==> config.mk <==
export PLATFORM = sky130hd
export DESIGN_NAME = amd_decoder
export DESIGN_NICKNAME = d
export VERILOG_FILES = /design/src/rtl/amd_decoder.v
export VERILOG_INCLUDE_DIRS = /design/src /design/src/shared
export SDC_FILE = /design/constraint.sdc
export NUM_CORES = 1
export LEC_CHECK = 0
export BUFFER_PORTS_ARGS = -buffer_cell sky130_fd_sc_hd__buf_4
export CELL_PAD_IN_SITES_DETAIL_PLACEMENT = 0
export CELL_PAD_IN_SITES_GLOBAL_PLACEMENT = 2
export CORE_UTILIZATION = 37
export CTS_CLUSTER_SIZE = 12
export DETAILED_ROUTE_END_ITERATION = 16
export HOLD_SLACK_MARGIN = 0.08
export PLACE_DENSITY = 0.91
export SETUP_SLACK_MARGIN = 0.3
export SYNTH_ARGS = -nofsm -noshare
export SYNTH_HDL_FRONTEND = slang
export SYNTH_SLANG_ARGS = --single-unit
==> constraint.sdc <==
create_clock -name i_clk -period 8.1 [get_ports i_clk]
set_input_delay 0 -clock i_clk [delete_from_list [all_inputs] [get_ports i_clk]]
set_output_delay 0 -clock i_clk [all_outputs]
set_load 0.05 [all_outputs]
==> src/shared/amd_defines.vh <==
// Constants for the addressing-mode decoder and operand fetcher
`ifndef AMD_DEFINES_VH
`define AMD_DEFINES_VH

// ----------------------------------------------------------------------
// Addressing modes (17), selected on i_mode
// ----------------------------------------------------------------------
`define AMD_M_INH        5'h00
`define AMD_M_IMM        5'h01
`define AMD_M_DIR_S      5'h02
`define AMD_M_DIR_L      5'h03
`define AMD_M_IDX_0      5'h04
`define AMD_M_IDX_S      5'h05
`define AMD_M_IDX_L      5'h06
`define AMD_M_IND_S      5'h07
`define AMD_M_IND_L      5'h08
`define AMD_M_IIX_S      5'h09
`define AMD_M_IIX_L      5'h0a
`define AMD_M_REL_D      5'h0b
`define AMD_M_REL_I      5'h0c
`define AMD_M_BIT_D      5'h0d
`define AMD_M_BIT_I      5'h0e
`define AMD_M_BTJ_D      5'h0f
`define AMD_M_BTJ_I      5'h10
`define AMD_M_COUNT      5'h11

// ----------------------------------------------------------------------
// Mode families (7), shown on o_family
// ----------------------------------------------------------------------
`define AMD_F_INH        3'h0
`define AMD_F_IMM        3'h1
`define AMD_F_DIR        3'h2
`define AMD_F_IDX        3'h3
`define AMD_F_IND        3'h4
`define AMD_F_REL        3'h5
`define AMD_F_BIT        3'h6

// ----------------------------------------------------------------------
// Inherent operations, selected on i_inh_op
// ----------------------------------------------------------------------
`define AMD_OP_OTHER     2'h0
`define AMD_OP_MASK      2'h1
`define AMD_OP_UNMASK    2'h2
`define AMD_OP_WAIT      2'h3

// ----------------------------------------------------------------------
// Constants and reset values
// ----------------------------------------------------------------------
`define AMD_Y_PREFIX     8'h90
`define AMD_MASK_HIGH    2'h3
`define AMD_MASK_LOW     2'h0
`define AMD_MASK_RST     2'h3
`define AMD_PC_RST       16'h0000
`define AMD_PAGE0_HI     8'h00

`endif

==> src/rtl/amd_decoder.v <==
// Addressing-mode decoder and effective-address generator
`include "amd_defines.vh"
`default_nettype none

module amd_decoder #(
  parameter AW = 16
) (
  input  wire          i_clk,
  input  wire          i_nrst,
  input  wire          i_start,
  input  wire [4:0]    i_mode,
  input  wire          i_rmw,
  input  wire [1:0]    i_inh_op,
  input  wire          i_halt_op,
  input  wire [7:0]    i_prefix,
  input  wire [7:0]    i_idx_x,
  input  wire [7:0]    i_idx_y,
  input  wire [AW-1:0] i_pc,
  input  wire [7:0]    i_rdata,
  input  wire          i_irq,
  output reg  [AW-1:0] o_addr,
  output reg           o_rd,
  output reg  [AW-1:0] o_ea,
  output reg  [7:0]    o_operand,
  output reg           o_done,
  output reg           o_illegal,
  output reg  [2:0]    o_family,
  output reg  [AW-1:0] o_next_pc,
  output reg  [1:0]    o_imask,
  output reg           o_halt,
  output reg           o_wait,
  output reg           o_busy
);

  // --------------------------------------------------------------------
  // States
  // --------------------------------------------------------------------
  localparam [2:0] S_IDLE = 3'h0;
  localparam [2:0] S_OPB1 = 3'h1;
  localparam [2:0] S_OPB2 = 3'h2;
  localparam [2:0] S_PTR1 = 3'h3;
  localparam [2:0] S_PTR2 = 3'h4;
  localparam [2:0] S_DONE = 3'h5;
  localparam [2:0] S_SLP  = 3'h6;

  // --------------------------------------------------------------------
  // Mode property decoding, used at start and in the sequencer
  // --------------------------------------------------------------------
  // Operand bytes after the opcode
  function [1:0] op_len;
    input [4:0] m;
    begin
      case (m)
        `AMD_M_INH,
        `AMD_M_IDX_0:                op_len = 2'd0;
        `AMD_M_IMM:                  op_len = 2'd1;
        `AMD_M_DIR_S, `AMD_M_IDX_S:  op_len = 2'd1;
        `AMD_M_IND_S, `AMD_M_IND_L,
        `AMD_M_IIX_S, `AMD_M_IIX_L,
        `AMD_M_REL_D, `AMD_M_REL_I,
        `AMD_M_BIT_D, `AMD_M_BIT_I:  op_len = 2'd1;
        // Bit-test jumps carry an address byte and a jump offset
        `AMD_M_DIR_L, `AMD_M_IDX_L,
        `AMD_M_BTJ_D, `AMD_M_BTJ_I:  op_len = 2'd2;
        default:                     op_len = 2'd0;
      endcase
    end
  endfunction

  // Memory-held pointer: 0 none, 1 byte, 2 word
  function [1:0] ptr_len;
    input [4:0] m;
    begin
      case (m)
        `AMD_M_IND_S, `AMD_M_IIX_S, `AMD_M_REL_I,
        `AMD_M_BIT_I, `AMD_M_BTJ_I: ptr_len = 2'd1;
        `AMD_M_IND_L, `AMD_M_IIX_L: ptr_len = 2'd2;
        default:                    ptr_len = 2'd0;
      endcase
    end
  endfunction

  // Family of a mode
  function [2:0] fam;
    input [4:0] m;
    begin
      case (m)
        `AMD_M_INH:                  fam = `AMD_F_INH;
        `AMD_M_IMM:                  fam = `AMD_F_IMM;
        `AMD_M_DIR_S, `AMD_M_DIR_L:  fam = `AMD_F_DIR;
        `AMD_M_IDX_0, `AMD_M_IDX_S,
        `AMD_M_IDX_L:                fam = `AMD_F_IDX;
        `AMD_M_REL_D, `AMD_M_REL_I:  fam = `AMD_F_REL;
        `AMD_M_BIT_D, `AMD_M_BIT_I,
        `AMD_M_BTJ_D, `AMD_M_BTJ_I:  fam = `AMD_F_BIT;
        default:                     fam = `AMD_F_IND;
      endcase
    end
  endfunction

  // Long forms, refused for read-modify-write
  function is_long;
    input [4:0] m;
    begin
      is_long = (m == `AMD_M_DIR_L) || (m == `AMD_M_IDX_L) ||
                (m == `AMD_M_IND_L) || (m == `AMD_M_IIX_L);
    end
  endfunction

  // Modes that add the index register
  function is_indexed;
    input [4:0] m;
    begin
      is_indexed = (m == `AMD_M_IDX_0) || (m == `AMD_M_IDX_S) ||
                   (m == `AMD_M_IDX_L) || (m == `AMD_M_IIX_S) ||
                   (m == `AMD_M_IIX_L);
    end
  endfunction

  // --------------------------------------------------------------------
  // Reset synchroniser
  // --------------------------------------------------------------------
  reg rst_s1_q;
  reg rst_s2_q;

  // Two-stage release; assertion stays asynchronous
  always @(posedge i_clk or negedge i_nrst) begin
    if (!i_nrst) begin
      rst_s1_q <= 1'b0;
      rst_s2_q <= 1'b0;
    end else begin
      rst_s1_q <= 1'b1;
      rst_s2_q <= rst_s1_q;
    end
  end

  wire rst_n = rst_s2_q;

  // --------------------------------------------------------------------
  // Sequencer
  // --------------------------------------------------------------------
  reg [2:0]    st_q;
  reg [4:0]    mode_q;
  reg [7:0]    idx_q;
  reg [1:0]    left_q;
  reg [15:0]   word_q;
  reg [AW-1:0] fetch_q;

  // Words assemble high byte first
  wire [15:0] word_sh = {word_q[7:0], i_rdata};
  wire [15:0] pc_p1   = i_pc + 16'h0001;
  // Bit-test jumps fetch the pointer address before the offset, so
  // their pointer address is the byte already held, not the new one
  wire [7:0]  ptr_at  = (mode_q == `AMD_M_BTJ_I) ? word_q[7:0] : i_rdata;

  // Effective address from the assembled word
  function [15:0] form_ea;
    input [4:0]  m;
    input [15:0] w;
    input [7:0]  ix;
    begin
      case (m)
        `AMD_M_DIR_S, `AMD_M_IND_S, `AMD_M_BIT_D,
        `AMD_M_BIT_I, `AMD_M_BTJ_I, `AMD_M_REL_I:
          form_ea = {`AMD_PAGE0_HI, w[7:0]};
        // Address byte came first, so it sits above the jump offset
        `AMD_M_BTJ_D:
          form_ea = {`AMD_PAGE0_HI, w[15:8]};
        `AMD_M_IDX_0:
          form_ea = {`AMD_PAGE0_HI, ix};
        `AMD_M_IDX_S, `AMD_M_IIX_S:
          form_ea = {8'h00, w[7:0]} + {8'h00, ix};
        `AMD_M_IDX_L, `AMD_M_IIX_L:
          form_ea = w + {8'h00, ix};
        default:
          form_ea = w;
      endcase
    end
  endfunction

  // Main control, mask and low-power state
  always @(posedge i_clk or negedge rst_n) begin
    if (!rst_n) begin
      st_q      <= S_IDLE;
      mode_q    <= 5'h00;
      idx_q     <= 8'h00;
      left_q    <= 2'd0;
      word_q    <= 16'h0000;
      fetch_q   <= `AMD_PC_RST;
      o_addr    <= `AMD_PC_RST;
      o_rd      <= 1'b0;
      o_ea      <= 16'h0000;
      o_operand <= 8'h00;
      o_done    <= 1'b0;
      o_illegal <= 1'b0;
      o_family  <= `AMD_F_INH;
      o_next_pc <= `AMD_PC_RST;
      o_imask   <= `AMD_MASK_RST;
      o_halt    <= 1'b0;
      o_wait    <= 1'b0;
      o_busy    <= 1'b0;
    end else begin
      o_done    <= 1'b0;
      o_illegal <= 1'b0;
      o_rd      <= 1'b0;
      case (st_q)
        S_IDLE: begin
          if (i_start) begin
            mode_q    <= i_mode;
            o_family  <= fam(i_mode);
            // Prefix swaps X for Y
            idx_q     <= (i_prefix == `AMD_Y_PREFIX) ? i_idx_y
                                                     : i_idx_x;
            left_q    <= op_len(i_mode);
            word_q    <= 16'h0000;
            // Past opcode plus all operand bytes
            o_next_pc <= pc_p1 + {14'h0000, op_len(i_mode)};
            if (i_mode >= `AMD_M_COUNT ||
                (i_rmw && is_long(i_mode))) begin
              o_illegal <= 1'b1;
              o_done    <= 1'b1;
            end else if (op_len(i_mode) == 2'd0) begin
              // No bytes to fetch; finish next cycle, unless a wait or halt sleeps first
              st_q   <= S_DONE;
              o_busy <= 1'b1;
              if (i_mode == `AMD_M_INH) begin
                if (i_inh_op == `AMD_OP_MASK)
                  o_imask <= `AMD_MASK_HIGH;
                if (i_inh_op == `AMD_OP_UNMASK)
                  o_imask <= `AMD_MASK_LOW;
                if (i_inh_op == `AMD_OP_WAIT || i_halt_op) begin
                  st_q   <= S_SLP;
                  o_wait <= !i_halt_op;
                  o_halt <= i_halt_op;
                end
              end
            end else begin
              st_q    <= S_OPB1;
              o_busy  <= 1'b1;
              o_addr  <= pc_p1;
              fetch_q <= pc_p1;
              o_rd    <= 1'b1;
            end
          end
        end
        S_OPB1, S_OPB2: begin
          // Read data returns the cycle after o_rd
          if (!o_rd) begin
            word_q <= word_sh;
            if (left_q == 2'd2) begin
              left_q  <= 2'd1;
              st_q    <= S_OPB2;
              o_addr  <= fetch_q + 16'h0001;
              fetch_q <= fetch_q + 16'h0001;
              o_rd    <= 1'b1;
            end else if (mode_q == `AMD_M_IMM) begin
              o_operand <= i_rdata;
              st_q      <= S_DONE;
            end else if (ptr_len(mode_q) != 2'd0) begin
              // Pointer lives in page zero
              o_addr  <= {`AMD_PAGE0_HI, ptr_at};
              fetch_q <= {`AMD_PAGE0_HI, ptr_at};
              // Keep the jump offset; the pointer read reuses i_rdata
              if (mode_q == `AMD_M_BTJ_I)
                o_operand <= i_rdata;
              left_q  <= ptr_len(mode_q);
              word_q  <= 16'h0000;
              o_rd    <= 1'b1;
              st_q    <= S_PTR1;
            end else begin
              o_ea <= form_ea(mode_q, word_sh, idx_q);
              if (mode_q == `AMD_M_REL_D || mode_q == `AMD_M_BTJ_D)
                o_operand <= i_rdata;
              st_q <= S_DONE;
            end
          end
        end
        S_PTR1, S_PTR2: begin
          if (!o_rd) begin
            word_q <= word_sh;
            if (left_q == 2'd2) begin
              // Word pointer: low byte at next address
              left_q  <= 2'd1;
              st_q    <= S_PTR2;
              o_addr  <= {`AMD_PAGE0_HI, fetch_q[7:0] + 8'h01};
              o_rd    <= 1'b1;
            end else begin
              // Last pointer byte in; indirect indexed adds the index
              o_ea <= form_ea(mode_q, word_sh, idx_q);
              if (mode_q == `AMD_M_REL_I)
                o_operand <= i_rdata;
              st_q <= S_DONE;
            end
          end
        end
        S_DONE: begin
          if (mode_q == `AMD_M_IDX_0)
            o_ea <= form_ea(mode_q, word_q, idx_q);
          o_done <= 1'b1;
          o_busy <= 1'b0;
          st_q   <= S_IDLE;
        end
        S_SLP: begin
          // Only an interrupt ends either low-power state
          if (i_irq) begin
            o_wait <= 1'b0;
            o_halt <= 1'b0;
            st_q   <= S_DONE;
          end
        end
        default: st_q <= S_IDLE;
      endcase
    end
  end

endmodule

`default_nettype wire

==> impl_metrics.csv <==
group,metric,value,unit
grt,grt-ovfl-total,0,
grt,grt_max_degree,72,
placed_design,port-buffer-count,127,
critical_path,rr_startpoint,"st_q[1]",
synth,synth-seq-area-share,0.381,
worst_hold_path,min_path_type,"in2reg",
synth,synth_area,0.00723,mm²
routing,totalWireLength,19700,µm
placed_design,placed_area,0.00829,mm²
grt,antenna_found_initial,0,
timing,slew_violations,0,
power_and_ir_drop,clkPwrFrac,0.126,
synth,yosysUniqueCellTypes,81,
routing,wl_per_cell,16.7,µm
clock_tree,cts_tree,"done",
routing,drtIter0Drc,323,
timing,period_share,0.356,
power_and_ir_drop,max-vdd-ir-drop,207,µV
placed_design,dp.cells,1129,
synth,syn_nets,867,
critical_path,cp.required,8.30,ns
routing,ant_nets,0,
finish,synthToLayoutAreaGrowth,24.1,%
power_and_ir_drop,p_int,1.81,mW
placed_design,dp.final_hpwl,14500,µm
finish,layoutNonFillerInstCount,1183,
clock_tree,clk_pin_slew_worst_paths,0.08,ns
clock_tree,clock_latency,0.36,ns
clock_tree,ctsHtreeMaxLevel,3,
power_and_ir_drop,p_sw,1.78,mW
worst_hold_path,hp-start,"i_pc[15]",
floorplanning,die_h,142,µm
critical_path,cp-startpoint,"i_mode[1]",
critical_path,cp-end-kind,"flip-flop",
floorplanning,rows,50,
power_and_ir_drop,pwr_density_cell,400,mW/mm²
synth,synthCells,785,
clock_tree,cts-buffers-inserted,9,
placed_design,globalplace.congestion,0.872,
floorplanning,coreArea,0.0190,mm²
timing,worst_pin_slew,0.966,ns
synth,synth_flop_cell,"dfrtp_1",
critical_path,arrival,3.08,ns
finish,final_cell_area,0.00897,mm²
floorplanning,initial_core_util,0.381,
floorplanning,die_w,142,µm
synth,ys_warn_count,0,
timing,rsz0062_at_grt,"no",
power_and_ir_drop,combinationalPowerShare,0.582,
synth,async_reset_ff_frac,1.00,
timing,fin_ws,5.22,ns
outcome,outcome,"completed",
grt,track_usage,0.204,
finish,final_cell_mix,"131 x buf_4, 108 x dfrtp_1, 90 x nand2_1, 68 x o21ai_0, 61 x nor2_1",
critical_path,worst-path-max-fanout,6,
floorplanning,io_pins,128,
critical_path,start_kind,"input port",
power_and_ir_drop,pwr-share-seq,0.292,
synth,synth-edff-count,0,
timing,finalCriticalPeriod,2.88,ns
clock_tree,clk_path_buf_depth,2,
finish,seqCellArea,0.00276,mm²
timing,fmax,0.347,GHz
placed_design,dp_slack,5.20,ns
synth,syn_avg_cell_area,9.21,µm²
flow_run,max_cap_viol_count,0,
finish,drive_gt1_frac,0.223,
routing,dr.pass1.iters,5,
routing,via_count,6300,
power_and_ir_drop,total_power,3.59,mW
power_and_ir_drop,swShare,0.495,
clock_tree,cts_setup_buffers,0,
power_and_ir_drop,p_leak,4.00,nW
finish,diodes,0,
floorplanning,die-area,0.0201,mm²
clock_tree,cts.sinks,110,
timing,skew,0.0122,ns
finish,layout_commonest_cell,"buf_4",
finish,layout.nets,1000,
finish,nFillCells,1894,
finish,multiInputGateArea,0.00414,mm²
timing,finalSetupViolations,0,
timing,finalSetupTns,0,ns
synth,synth-seq-cells,110,
clock_tree,cts_root_buf,"clkbuf_16",
finish,final_util,0.473,
grt,grt_pass1_vias,6019,
routing,vias_per_cell,5.33,
timing,hold_viol,0,
routing,route.detailed.drc,0,
critical_path,criticalPathCategory,"in2reg",
grt,grt_pass1_wl,31900,µm
timing,hold_slack,0.111,ns
timing,slew-limit-headroom,0.354,
## synth_stat cells (all sizes together), types with 5 or more instances
library cell,instances,area share
dfrtp,109,0.38
a221o,8,0.011
o31ai,5,0.0052
and3,5,0.0043
nand3b,7,0.0073
buf,22,0.021
o22ai,7,0.0080
nand2b,5,0.0043
xor2,28,0.034
o21bai,5,0.0052
nor2,62,0.033
a31oi,6,0.0073
a21oi,45,0.032
nor4,6,0.0073
xnor2,31,0.038
nand3,25,0.018
or2,7,0.0061
inv,24,0.012
nor2b,8,0.0069
a211oi,12,0.012
mux2,32,0.050
a22o,17,0.021
mux2i,27,0.037
clkbuf,25,0.013
ha,19,0.033
nand4,6,0.0073
nor3,7,0.0055
nand2,92,0.048
o21ai,73,0.052
## timing repair
item / in CTS / in global routing
gates resized for setup: 0 / 0
hold endpoints to repair: 38 / 0
hold buffers: 38 / 0
## layout make-up
type	count	area share
Multi-Input combinational cell	604	0.461
Inverter	24	0.0100
Clock inverter	6	0.00781
Clock buffer	10	0.0255
Timing Repair Buffer	169	0.152
Tap cell	260	0.0363
Sequential cell	110	0.307
## power by group through the flow
stage	Sequential [mW]	Combinational [mW]	Clock, mW
final	1.05	2.09	0.453
after CTS	1.05	2.10	0.469
after global routing	1.09	2.27	0.484
after global placement	1.06	2.06	0
after detailed placement	1.06	2.08	0
after floorplan	1.44	1.16	0
## worst max-delay path, stage by stage
cell and delay [ns]:
dlygate4sd3_1 0.53, buf_4 0.14, inv_1 0.10, ha_1 0.28
nor2b_1 0.12, a211oi_1 0.07, a311oi_2 0.38, ha_1 0.26
fa_1 0.20, nand2_1 0.05, a21oi_1 0.43, o21ai_0 0.19
xnor2_1 0.22, o21ai_0 0.11
## cell families after synthesis
| logic type | share of synthesized area |
|---|---|
| AOI/OAI and AO/OA | 0.204 |
| xor gates and xnor gates | 0.0715 |
| adders and majority gates | 0.0400 |
| buffers and inverters | 0.0471 |
| DFF | 0.381 |
| muxes | 0.0872 |
| other | 0.000519 |
| and+or+nand+nor | 0.169 |
## registers in the layout (all words and copies together), names as in the netlist, 2 cells and up
register / count
o_addr: 16
mode_q: 5
idx_q: 8
left_q: 2
word_q: 8
o_family: 3
fetch_q: 16
st_q: 3
o_next_pc: 16
o_ea: 16
o_operand: 8
## layer usage
metal / share of wire / global-route usage
met1: 0.45 / 0.272
met2: 0.47 / 0.333
met3: 0.047 / 0.0324
met4: 0.024 / 0.0741
met5: 0 / 0
## path summary, 6_finish.rpt
path                                 end  cells after the start  slack (ns)
max                         o_next_pc[6]                     14        5.22
min                        o_next_pc[15]                      4        0.11
max reg2reg                  o_family[0]                      5        5.22
min reg2reg                     o_ea[12]                      0        0.30
max in group asynchronous    o_family[2]                      1        6.51
min in group asynchronous       o_ea[12]                      0        0.30
Power figures use the tool's default switching activity.
